===== src/vc_res_pkg.sv =====
// Purpose: Shared constants and types for the channel resource registers
// Assumes: 32-bit register words on a 12-bit byte address
// Notes:   Only the upper control fields and the status flags live here
package vc_res_pkg;

   // Bus geometry
   localparam int          ADDR_W      = 12;
   localparam int          DATA_W      = 32;
   localparam int          STRB_W      = 4;
   localparam int          WORD_LSB    = 2;

   // Register byte offsets
   localparam logic [11:0] CTL_OFFSET  = 12'h114;
   localparam logic [11:0] STS_OFFSET  = 12'h118;

   // Control register field layout
   localparam int          LOAD_BIT    = 16;
   localparam int          SEL_LSB     = 17;
   localparam int          SEL_W       = 3;
   localparam int          CHID_LSB    = 24;
   localparam int          CHID_W      = 3;
   localparam int          EN_BIT      = 31;
   localparam int          SEL_LANE    = 2;

   // Status register field layout
   localparam int          STALE_BIT   = 0;
   localparam int          PEND_BIT    = 1;

   // Reset and fixed values
   localparam logic [2:0]  SEL_RST     = 3'h0;
   localparam logic [2:0]  CHID_VAL    = 3'h0;
   localparam logic        EN_VAL      = 1'b1;
   localparam logic [31:0] WORD_ZERO   = 32'h0000_0000;

   // Bus responses
   localparam logic [1:0]  RESP_OKAY   = 2'h0;
   localparam logic [1:0]  RESP_DECERR = 2'h3;

   // Register select codes
   typedef enum logic [1:0] {
      HIT_NONE = 2'b00,
      HIT_CTL  = 2'b01,
      HIT_STS  = 2'b10
   } reg_hit_t;

   // Table load progress
   typedef enum logic {
      LOAD_IDLE = 1'b0,
      LOAD_BUSY = 1'b1
   } load_state_t;

endpackage : vc_res_pkg


===== src/arb_table_if.sv =====
// Purpose: Carries table write, load request and status between blocks
// Assumes: Single clock domain
// Notes:   Pulses last one cycle
`timescale 1ns/1ps
`default_nettype none
interface arb_table_if;
   logic load_req;
   logic table_wr;
   logic stale;
   logic loading;

   modport ctl (output load_req, output table_wr, input stale, input loading);
   modport trk (input load_req, input table_wr, output stale, output loading);
endinterface : arb_table_if
`default_nettype wire


===== src/arb_table_tracker.sv =====
// Purpose: Tracks whether the arbitration table is coherent with the arbiter
// Assumes: load_done is a one-cycle pulse from the arbiter, same clock
// Notes:   A table write always wins over a finishing load
`timescale 1ns/1ps
`default_nettype none
module arb_table_tracker (
   // Clock and reset
   input  wire logic  aclk,
   input  wire logic  aresetn,
   // Control side
   arb_table_if.trk   tbl,
   // Arbiter side
   input  wire logic  load_done
);

   vc_res_pkg::load_state_t state_ff;
   logic                    stale_ff;
   logic                    dirty_ff;

   always_ff @(posedge aclk) begin
      if (!aresetn) begin
         state_ff <= vc_res_pkg::LOAD_IDLE;
      end else if (tbl.load_req) begin
         state_ff <= vc_res_pkg::LOAD_BUSY;
      end else if (load_done) begin
         state_ff <= vc_res_pkg::LOAD_IDLE;
      end
   end

   // Writes seen during a load keep the table stale afterwards
   always_ff @(posedge aclk) begin
      if (!aresetn) begin
         dirty_ff <= 1'b0;
      end else if (tbl.load_req) begin
         dirty_ff <= tbl.table_wr;
      end else if (tbl.table_wr && state_ff == vc_res_pkg::LOAD_BUSY) begin
         dirty_ff <= 1'b1;
      end else if (load_done) begin
         dirty_ff <= 1'b0;
      end
   end

   always_ff @(posedge aclk) begin
      if (!aresetn) begin
         stale_ff <= 1'b0;
      end else if (tbl.table_wr) begin
         stale_ff <= 1'b1;
      end else if (state_ff == vc_res_pkg::LOAD_BUSY && load_done && !tbl.load_req) begin
         stale_ff <= dirty_ff;
      end
   end

   assign tbl.stale   = stale_ff;
   assign tbl.loading = (state_ff == vc_res_pkg::LOAD_BUSY);

endmodule : arb_table_tracker
`default_nettype wire


===== src/vc_resource_regs.sv =====
// Purpose: Control and status registers of the sole channel resource
// Assumes: AXI4-Lite master, one read and one write outstanding at most
// Notes:   Table storage and capability fields sit outside this block
//          Writes to the status word are answered OKAY and change nothing
//          Unmapped addresses are answered with a decode error
//
// Local design decision: the AXI4-Lite interface to the registers.
`timescale 1ns/1ps
`default_nettype none
module vc_resource_regs (
   // Clock and reset
   input  wire logic        aclk,
   input  wire logic        aresetn,
   // Write address channel
   input  wire logic [11:0] s_axi_awaddr,
   input  wire logic        s_axi_awvalid,
   output var  logic        s_axi_awready,
   // Write data channel
   input  wire logic [31:0] s_axi_wdata,
   input  wire logic [3:0]  s_axi_wstrb,
   input  wire logic        s_axi_wvalid,
   output var  logic        s_axi_wready,
   // Write response channel
   output var  logic [1:0]  s_axi_bresp,
   output var  logic        s_axi_bvalid,
   input  wire logic        s_axi_bready,
   // Read address channel
   input  wire logic [11:0] s_axi_araddr,
   input  wire logic        s_axi_arvalid,
   output var  logic        s_axi_arready,
   // Read data channel
   output var  logic [31:0] s_axi_rdata,
   output var  logic [1:0]  s_axi_rresp,
   output var  logic        s_axi_rvalid,
   input  wire logic        s_axi_rready,
   // Port arbiter side
   output var  logic [2:0]  arb_scheme_select,
   output var  logic        arb_table_load_trigger,
   input  wire logic        arb_table_load_done,
   input  wire logic        arb_table_write,
   // Link layer side
   input  wire logic        flow_init_active
);

   // Decode a byte address to one of the two registers
   // Only word bits take part, so the two low address bits are ignored
   // Shared by the write and the read path
   function automatic vc_res_pkg::reg_hit_t reg_hit(input logic [11:0] addr);
      logic [9:0] word;
      word = addr[11:vc_res_pkg::WORD_LSB];
      if (word == vc_res_pkg::CTL_OFFSET[11:vc_res_pkg::WORD_LSB]) begin
         reg_hit = vc_res_pkg::HIT_CTL;
      end else if (word == vc_res_pkg::STS_OFFSET[11:vc_res_pkg::WORD_LSB]) begin
         reg_hit = vc_res_pkg::HIT_STS;
      end else begin
         reg_hit = vc_res_pkg::HIT_NONE;
      end
   endfunction : reg_hit

   // Write channel state
   logic        awready_ff;
   logic        aw_held_ff;
   logic [11:0] aw_addr_ff;
   logic        wready_ff;
   logic        w_held_ff;
   logic [31:0] w_data_ff;
   logic [3:0]  w_strb_ff;
   logic        bvalid_ff;
   logic [1:0]  bresp_ff;

   // Read channel state
   logic        arready_ff;
   logic        rvalid_ff;
   logic [31:0] rdata_ff;
   logic [1:0]  rresp_ff;

   // Register contents
   logic [2:0]  sel_ff;
   logic        load_trig_ff;
   logic        pend_ff;

   // Next-state terms
   logic        aw_take;
   logic        w_take;
   logic        ar_take;
   logic        wr_fire;
   logic        nxt_aw_held;
   logic        nxt_w_held;
   logic        nxt_rvalid;
   logic        ctl_wr;
   logic        sel_lane_on;
   logic [31:0] ctl_word;
   logic [31:0] sts_word;
   logic [31:0] nxt_rdata;
   logic [1:0]  nxt_rresp;

   vc_res_pkg::reg_hit_t wr_hit;
   vc_res_pkg::reg_hit_t rd_hit;


   // Coherency tracking lives in its own module so that the
   // set-wins priority of the stale flag is kept in one place
   arb_table_if tbl ();

   arb_table_tracker u_tracker (
      .aclk      (aclk),
      .aresetn   (aresetn),
      .tbl       (tbl.trk),
      .load_done (arb_table_load_done)
   );

   assign tbl.table_wr = arb_table_write;
   assign tbl.load_req = load_trig_ff;


   // Channel handshakes
   assign aw_take     = s_axi_awvalid && awready_ff;
   assign w_take      = s_axi_wvalid && wready_ff;
   assign ar_take     = s_axi_arvalid && arready_ff;

   // Address and data may arrive in either order; fire once both are held
   // A pending response holds the next write back, so bresp never overruns
   assign wr_fire     = aw_held_ff && w_held_ff && !bvalid_ff;
   assign nxt_aw_held = (aw_held_ff && !wr_fire) || aw_take;
   assign nxt_w_held  = (w_held_ff && !wr_fire) || w_take;
   assign nxt_rvalid  = (rvalid_ff && !s_axi_rready) || ar_take;


   // Write decode uses the held address; read decode the live one,
   // since the read image is sampled in the cycle the address is taken
   assign wr_hit      = reg_hit(aw_addr_ff);
   assign rd_hit      = reg_hit(s_axi_araddr);
   assign ctl_wr      = wr_fire && (wr_hit == vc_res_pkg::HIT_CTL);
   assign sel_lane_on = w_strb_ff[vc_res_pkg::SEL_LANE];

   // Read images of the two registers
   // Fields not assigned below stay zero, so reserved bits cost no storage
   always_comb begin
      ctl_word = vc_res_pkg::WORD_ZERO;
      sts_word = vc_res_pkg::WORD_ZERO;
      ctl_word[vc_res_pkg::SEL_LSB +: vc_res_pkg::SEL_W] = sel_ff;
      ctl_word[vc_res_pkg::CHID_LSB +: vc_res_pkg::CHID_W] = vc_res_pkg::CHID_VAL;
      ctl_word[vc_res_pkg::EN_BIT] = vc_res_pkg::EN_VAL;
      sts_word[vc_res_pkg::STALE_BIT] = tbl.stale;
      sts_word[vc_res_pkg::PEND_BIT] = pend_ff;
   end

   always_comb begin
      nxt_rdata = vc_res_pkg::WORD_ZERO;
      nxt_rresp = vc_res_pkg::RESP_OKAY;
      unique case (rd_hit)
         vc_res_pkg::HIT_CTL: begin
            nxt_rdata = ctl_word;
         end
         vc_res_pkg::HIT_STS: begin
            nxt_rdata = sts_word;
         end
         default: begin
            nxt_rresp = vc_res_pkg::RESP_DECERR;
         end
      endcase
   end

   // Write address capture
   // Ready drops at the taking edge, so a held address cannot be taken twice
   // before the write it belongs to has fired
   always_ff @(posedge aclk) begin
      if (!aresetn) begin
         aw_held_ff <= 1'b0;
         awready_ff <= 1'b0;
         aw_addr_ff <= 12'h000;
      end else begin
         aw_held_ff <= nxt_aw_held;
         awready_ff <= !nxt_aw_held;
         if (aw_take) begin
            aw_addr_ff <= s_axi_awaddr;
         end
      end
   end

   // Write data capture
   // Same scheme as the address: data may come before, with or after it
   always_ff @(posedge aclk) begin
      if (!aresetn) begin
         w_held_ff <= 1'b0;
         wready_ff <= 1'b0;
         w_data_ff <= vc_res_pkg::WORD_ZERO;
         w_strb_ff <= 4'h0;
      end else begin
         w_held_ff <= nxt_w_held;
         wready_ff <= !nxt_w_held;
         if (w_take) begin
            w_data_ff <= s_axi_wdata;
            w_strb_ff <= s_axi_wstrb;
         end
      end
   end

   // Write response; status writes are accepted but change nothing
   // The response stands until the master shows bready
   always_ff @(posedge aclk) begin
      if (!aresetn) begin
         bvalid_ff <= 1'b0;
         bresp_ff  <= vc_res_pkg::RESP_OKAY;
      end else if (wr_fire) begin
         bvalid_ff <= 1'b1;
         if (wr_hit == vc_res_pkg::HIT_NONE) begin
            bresp_ff <= vc_res_pkg::RESP_DECERR;
         end else begin
            bresp_ff <= vc_res_pkg::RESP_OKAY;
         end
      end else if (s_axi_bready) begin
         bvalid_ff <= 1'b0;
      end
   end

   // Arbitration select; the bus cannot check it against capability
   // Limitation: an unadvertised code is stored as written and passed on
   always_ff @(posedge aclk) begin
      if (!aresetn) begin
         sel_ff <= vc_res_pkg::SEL_RST;
      end else if (ctl_wr && sel_lane_on) begin
         sel_ff <= w_data_ff[vc_res_pkg::SEL_LSB +: vc_res_pkg::SEL_W];
      end
   end

   // one-cycle load pulse
   // The load bit is never stored, which is why it always reads zero;
   // writing zero simply produces no pulse
   always_ff @(posedge aclk) begin
      if (!aresetn) begin
         load_trig_ff <= 1'b0;
      end else begin
         load_trig_ff <= ctl_wr && sel_lane_on && w_data_ff[vc_res_pkg::LOAD_BIT];
      end
   end

   // register the pending level
   // Source runs on this clock, so one register is enough and the
   // status lags the link layer by a single cycle
   always_ff @(posedge aclk) begin
      if (!aresetn) begin
         pend_ff <= 1'b0;
      end else begin
         pend_ff <= flow_init_active;
      end
   end

   // Read channel; the address is decoded in the cycle it is taken
   // Data are frozen at the taking edge, so a flag that moves while
   // the answer waits does not tear the returned word
   always_ff @(posedge aclk) begin
      if (!aresetn) begin
         rvalid_ff  <= 1'b0;
         arready_ff <= 1'b0;
         rdata_ff   <= vc_res_pkg::WORD_ZERO;
         rresp_ff   <= vc_res_pkg::RESP_OKAY;
      end else begin
         rvalid_ff  <= nxt_rvalid;
         arready_ff <= !nxt_rvalid;
         if (ar_take) begin
            rdata_ff <= nxt_rdata;
            rresp_ff <= nxt_rresp;
         end
      end
   end


   // Every output is a plain copy of a register
   assign s_axi_awready          = awready_ff;
   assign s_axi_wready           = wready_ff;
   assign s_axi_bvalid           = bvalid_ff;
   assign s_axi_bresp            = bresp_ff;
   assign s_axi_arready          = arready_ff;
   assign s_axi_rvalid           = rvalid_ff;
   assign s_axi_rdata            = rdata_ff;
   assign s_axi_rresp            = rresp_ff;
   assign arb_scheme_select      = sel_ff;
   assign arb_table_load_trigger = load_trig_ff;

endmodule : vc_resource_regs
`default_nettype wire


===== config.mk =====
export PLATFORM = sky130hd
export DESIGN_NAME = vc_resource_regs
export DESIGN_NICKNAME = d
export VERILOG_FILES = /design/src/vc_res_pkg.sv /design/src/arb_table_if.sv /design/src/arb_table_tracker.sv /design/src/vc_resource_regs.sv
export SDC_FILE = /design/constraint.sdc
export NUM_CORES = 1
export LEC_CHECK = 0
export ABC_CLOCK_PERIOD_IN_PS = 2550
export BUFFER_PORTS_ARGS = -buffer_cell sky130_fd_sc_hd__buf_2
export CAP_MARGIN = 20
export CORE_MARGIN = 2
export CORE_UTILIZATION = 44
export CTS_CLUSTER_SIZE = 40
export DETAILED_ROUTE_END_ITERATION = 12
export PLACE_DENSITY_LB_ADDON = 0.3
export SYNTH_ARGS = -nofsm -noshare
export SYNTH_HDL_FRONTEND = slang
export SYNTH_SLANG_ARGS = --single-unit

===== constraint.sdc =====
create_clock -name aclk -period 2.55 [get_ports aclk]
set_clock_uncertainty 0.05 [all_clocks]
set_input_delay 0 -clock aclk [delete_from_list [all_inputs] [get_ports aclk]]
set_output_delay 0 -clock aclk [all_outputs]
set_load 0.02 [all_outputs]

* Word level (Yosys, flattened, before mapping)
Cells that the tools add are included.
Word-level totals: flip-flop bits (word level) 86, input bits 70, output and inout bits 45, logic and storage cells 71
Operators by class: equality and inequality tests 7, mux-type cells 15, reductions and logical operators 30
Operators with widths (number):
- 32-bit one-hot mux with 2 select lines | 1
- 10-bit by 7-bit equality test with 1-bit output, second input constant | 4
- 1-bit logical AND | 14
- 2-bit two-way mux | 6
- 1-bit two-way mux | 8
- 1-bit logical NOT | 7
- 2-bit nonzero test | 3
- 2-bit by 1-bit equality test with 1-bit output, second input constant | 2
- 1-bit logical OR | 3
- 3-bit nonzero test | 1
- 2-bit equality test, second input constant | 1
- 2-bit logical NOT | 1
- 2-bit OR reduction | 1

* Depth between registers and ports, before layout
depth after elaboration 7, mapped depth 4, mapped depth without buffers 3

* Hierarchy
A second synthesis with hierarchy kept.
Second synthesis, totals: cells, all modules 186, area total of the unflattened synthesis 1745.4 µm²
Modules (own cells, without submodules):
- vc_resource_regs | instances 1, cells an instance 173, area an instance 1614.0 µm², seq. area each 700.7 µm²
- arb_table_tracker | instances 1, cells an instance 13, area an instance 131.4 µm², seq. area each 60.1 µm²

* Least setup slack after synthesis
No wires, ideal clock.
path type reg2reg, from register aw_addr_ff[7], to register sel_ff[0] (netlist: arb_scheme_select[0]), setup time 0.125 ns, arrival time 1.062 ns, path slack 1.313 ns, stages on the path, launching flop included 4, buffers on the path 0, period minus slack after synthesis 1.237 ns, path through dfxtp_1 > nor4b_1 > nand4_1 > mux2i_1
Between the ends: longest elaborated chain between the ends 6, elaborated cells between the ends (all ways) 7, classes of those cells eq/ne: 3; mux: 2; reduce/logical: 2
Ends and longest elaborated chain:
- from (decl) | line vc_resource_regs.sv:63 | logic [11:0] aw_addr_ff;
- from (signal assigned) | line vc_resource_regs.sv:176 | aw_addr_ff <= s_axi_awaddr;
- 10-bit by 7-bit equality test with 1-bit output | line vc_resource_regs.sv:53 | end else if (word == vc_res_pkg::STS_OFFSET[11:vc_res_pkg::WORD_LSB]) begin
- 2-bit two-way mux | line vc_resource_regs.sv:53
- 2-bit two-way mux * | line vc_resource_regs.sv:51 | if (word == vc_res_pkg::CTL_OFFSET[11:vc_res_pkg::WORD_LSB]) begin
- 2-bit by 1-bit equality test with 1-bit output * | line vc_resource_regs.sv:133 | assign ctl_wr = wr_fire && (wr_hit == vc_res_pkg::HIT_CTL);
- 1-bit logical AND * | line vc_resource_regs.sv:133
- 1-bit logical AND * | line vc_resource_regs.sv:222 | end else if (ctl_wr && sel_lane_on) begin
- to (signal assigned) | line vc_resource_regs.sv:221 | sel_ff <= vc_res_pkg::SEL_RST;
- to (signal assigned) | line vc_resource_regs.sv:223 | sel_ff <= w_data_ff[vc_res_pkg::SEL_LSB +: vc_res_pkg::SEL_W];
- to (decl) | line vc_resource_regs.sv:78 | logic [2:0] sel_ff;
Mark *: on every way between the ends. The rest lies on a longest branch, timed or not. A chain may end at the register's enable or synchronous reset.

* Worst setup path in the final report
from input s_axi_araddr[11], to register rdata_ff[18] (netlist: s_axi_rdata[18])
Between the ends: longest elaborated chain between the ends 5, elaborated cells between the ends (all ways) 7, classes of those cells eq/ne: 4; mux: 3
Ends and longest elaborated chain:
- from (decl) | line vc_resource_regs.sv:28 | input wire logic [11:0] s_axi_araddr,
- 10-bit by 7-bit equality test with 1-bit output | line vc_resource_regs.sv:53
- 2-bit two-way mux | line vc_resource_regs.sv:53
- 2-bit two-way mux * | line vc_resource_regs.sv:51
- 2-bit equality test or 2-bit by 1-bit equality test with 1-bit output (tied branches) | line vc_resource_regs.sv:151 | unique case (rd_hit)
- 32-bit one-hot mux with 2 select lines * | line vc_resource_regs.sv:151
- to (signal assigned) | line vc_resource_regs.sv:256 | rdata_ff <= vc_res_pkg::WORD_ZERO;
- to (signal assigned) | line vc_resource_regs.sv:262 | rdata_ff <= nxt_rdata;
- to (decl) | line vc_resource_regs.sv:74 | logic [31:0] rdata_ff;
Marked as above.

==> flow_summary.ini <==
[synth]
synth_area_leaders = dfxtp_1 44%, buf_4 12%, a21boi_1 8.3%, nand2_1 8.1%, and2_1 2.2%
ys_seq_elements = 38
synth.most_common_cell = dfxtp_1
yosysSeqAreaShare_pct = 44.3
yosys_most_used_dff = dfxtp_1
netlist_instances = 186
postSynthAreaPerCell_um2 = 9.23
synth_area_um2 = 1720
ys_warn_count = 0
async_flop_share_pct = 0
synth_top_area_share_pct = 44.3
synth_edf_count = 0
synthTopCellsByCount = 38 x dfxtp_1, 37 x nand2_1, 28 x buf_4
yosysUniqueCellTypes = 32
yosysTopAreaCell = dfxtp_1

[timing]
worst_slew_pin_slew_ns = 0.601
slew_violations = 0
rsz0062_at_grt = false
hold_ws_ns = 0.00641
worst_slack_ns = 0.915
hold_violations = 0
fin_crit_sh_pct = 64.1
setup_viol = 0
fin_setup_tns_ns = 0
fmax_mhz = 612
period_needed_ns = 1.64
max_slew_margin_pct = 59.9

[placement]
placed_area_um2 = 1910
port_buffers = 53
pre_cts_ws_ns = 1.10
gp_congestion = 0.708
placed_cells = 279
dpl.hpwl_mm = 2.23

[power_and_ir_drop]
power.share.sequential_pct = 48.3
p_int_mw = 1.01
power_mw = 1.31
p_per_area_nw_per_um2 = 573
peakVddDrop_uv = 391
netSwitchingFraction_pct = 22.9
p_comb_share_pct = 13.4
clockPowerShare_pct = 38.2
leakage_nw = 1.04
p_switching_mw = 0.300

[global_routing]
grt_max_degree = 43
antenna_found_initial = 0
overflow = 0
grt_first_pass_wirelength_mm = 5.23
track_usage_pct = 15.4
grt_pass1_vias = 1287

[cts]
ctsLongestPathBuffers = 2
h-tree-depth = 2
cts_sinks = 38
cts_tree = yes
insertion_delay_ns = 0.27
clk_pin_slew_worst_paths_ns = 0.07
cts-root-buf = clkbuf_8
numCtsBuffers = 5

[floorplanning]
ios = 115
rows = 22
start_util_pct = 46.2
die_area_um2 = 4420
die_height_um = 66.5
dieWidth_um = 66.5
core_area_um2 = 3720

[route]
wl_per_cell_um = 9.87
drt_pre_antenna_iters = 4
initialDrtViolationCount = 31
drt.antenna.violating_nets = 0
drc = 0
drt-total-wl_mm = 3.08
routed_via_density = 4.58
routed-via-count = 1428

[final_layout]
postLayoutCoreUtil_pct = 61.3
finalNonFillerCells = 312
area_delta_synth_final_pct = 32.8
fin_area_um2 = 2280
n_antenna_cell = 0
drive_gt1_share_pct = 24.2
final_net_count = 334

[critical_path]
r2r_cells = 3
cp.required_ns = 2.72
critPathKind = primary input to register
endpoint_kind = register
arrival_ns = 1.80
r2r_slack_ns = 1.11
start_kind = primary input
path_max_fanout = 4

[worst_hold_path]
min_delay_path_depth = 4
min-delay-path-class = primary input to register

[job]
drv_cap = 0

[status]
outcome = finished, final reports clean
state kept, by name (all words and copies together), names as in the netlist, 3 cells and up:
signal             count
w_data_ff              4
arb_scheme_select      3
aw_addr_ff            10
s_axi_rdata            6
routing by layer:
layer  track usage (%)  vias up  part of all wire, %
met2              26.6       43                   49
met5                 0        -                    0
met3              4.05        2                  4.8
met1              18.0      646                   45
met4              6.12        0                  1.2
li1                  -      737                    -
power groups by stage:
stage,Sequential [mW],Clock (mW),Combinational [mW]
2_1_floorplan,0.651,0,0.124
3_3_place_gp,0.644,0,0.146
3_5_place_dp,0.645,0,0.148
4_1_cts,0.631,0.514,0.177
5_1_grt,0.635,0.538,0.196
6_report,0.631,0.499,0.176
cell type report:
class                      count  area, um2
sequential                    38        761
tap                           48       60.1
clock inverter                 1       30.0
fill                         344       1440
timing repair buffer          79        526
clock buffer                   6       82.6
multi-input combinational    140        821
cells by family (layout without fill, tap and decap cells):
family / after synthesis / in the layout / share of synthesized area (%)
XOR/XNOR: 2 / 2 / 1.02
AO/OA/AOI/OAI: 31 / 31 / 13.7
multiplexers: 4 / 4 / 2.41
buffers and inverters: 33 / 86 / 13.3
AND/OR/NAND/NOR: 77 / 77 / 25.0
flip-flops: 38 / 38 / 44.3
other: 1 / 26 / 0.218
cell usage in the layout (no fill, tap or decap), types with 2 or more instances in the layout:
cell           instances
a21boi_1              19
a21oi_1                2
a32o_1                 3
and2_1                 6
and3b_1                2
buf_2                 53
clkbuf_8               6
conb_1                26
dfxtp_1               38
dlygate4sd3_1         26
mux2i_1                3
nand2_1               37
nand2b_1               4
nand3_1                5
nand4_1                4
nor2_1                 2
nor2b_1                4
nor4b_1                4
o21a_1                 4
or4b_4                 2
final timing paths:
path	startpoint	end
worst max-delay path	s_axi_araddr[11]	s_axi_rdata[18]
worst min-delay path	s_axi_araddr[7]	s_axi_rdata[1]
worst min register to register	w_data_ff[16]	arb_table_load_trigger
worst max register to register	aw_addr_ff[7]	arb_scheme_select[1]
worst max-delay path, cell delays in order:
cell           delay (ns)
dlygate4sd3_1        0.52
buf_2                0.12
or4b_4               0.56
nor4_4               0.39
a32o_1               0.21
what timing repair did:
item | 4_1_cts | 5_1_grt
resized for setup | 0 | 0
hold buffers | 26 | 0
buffers inserted | 0 | 0
hold endpoints to repair | 22 | 0
No activity file was read; power rests on OpenSTA's default activity.
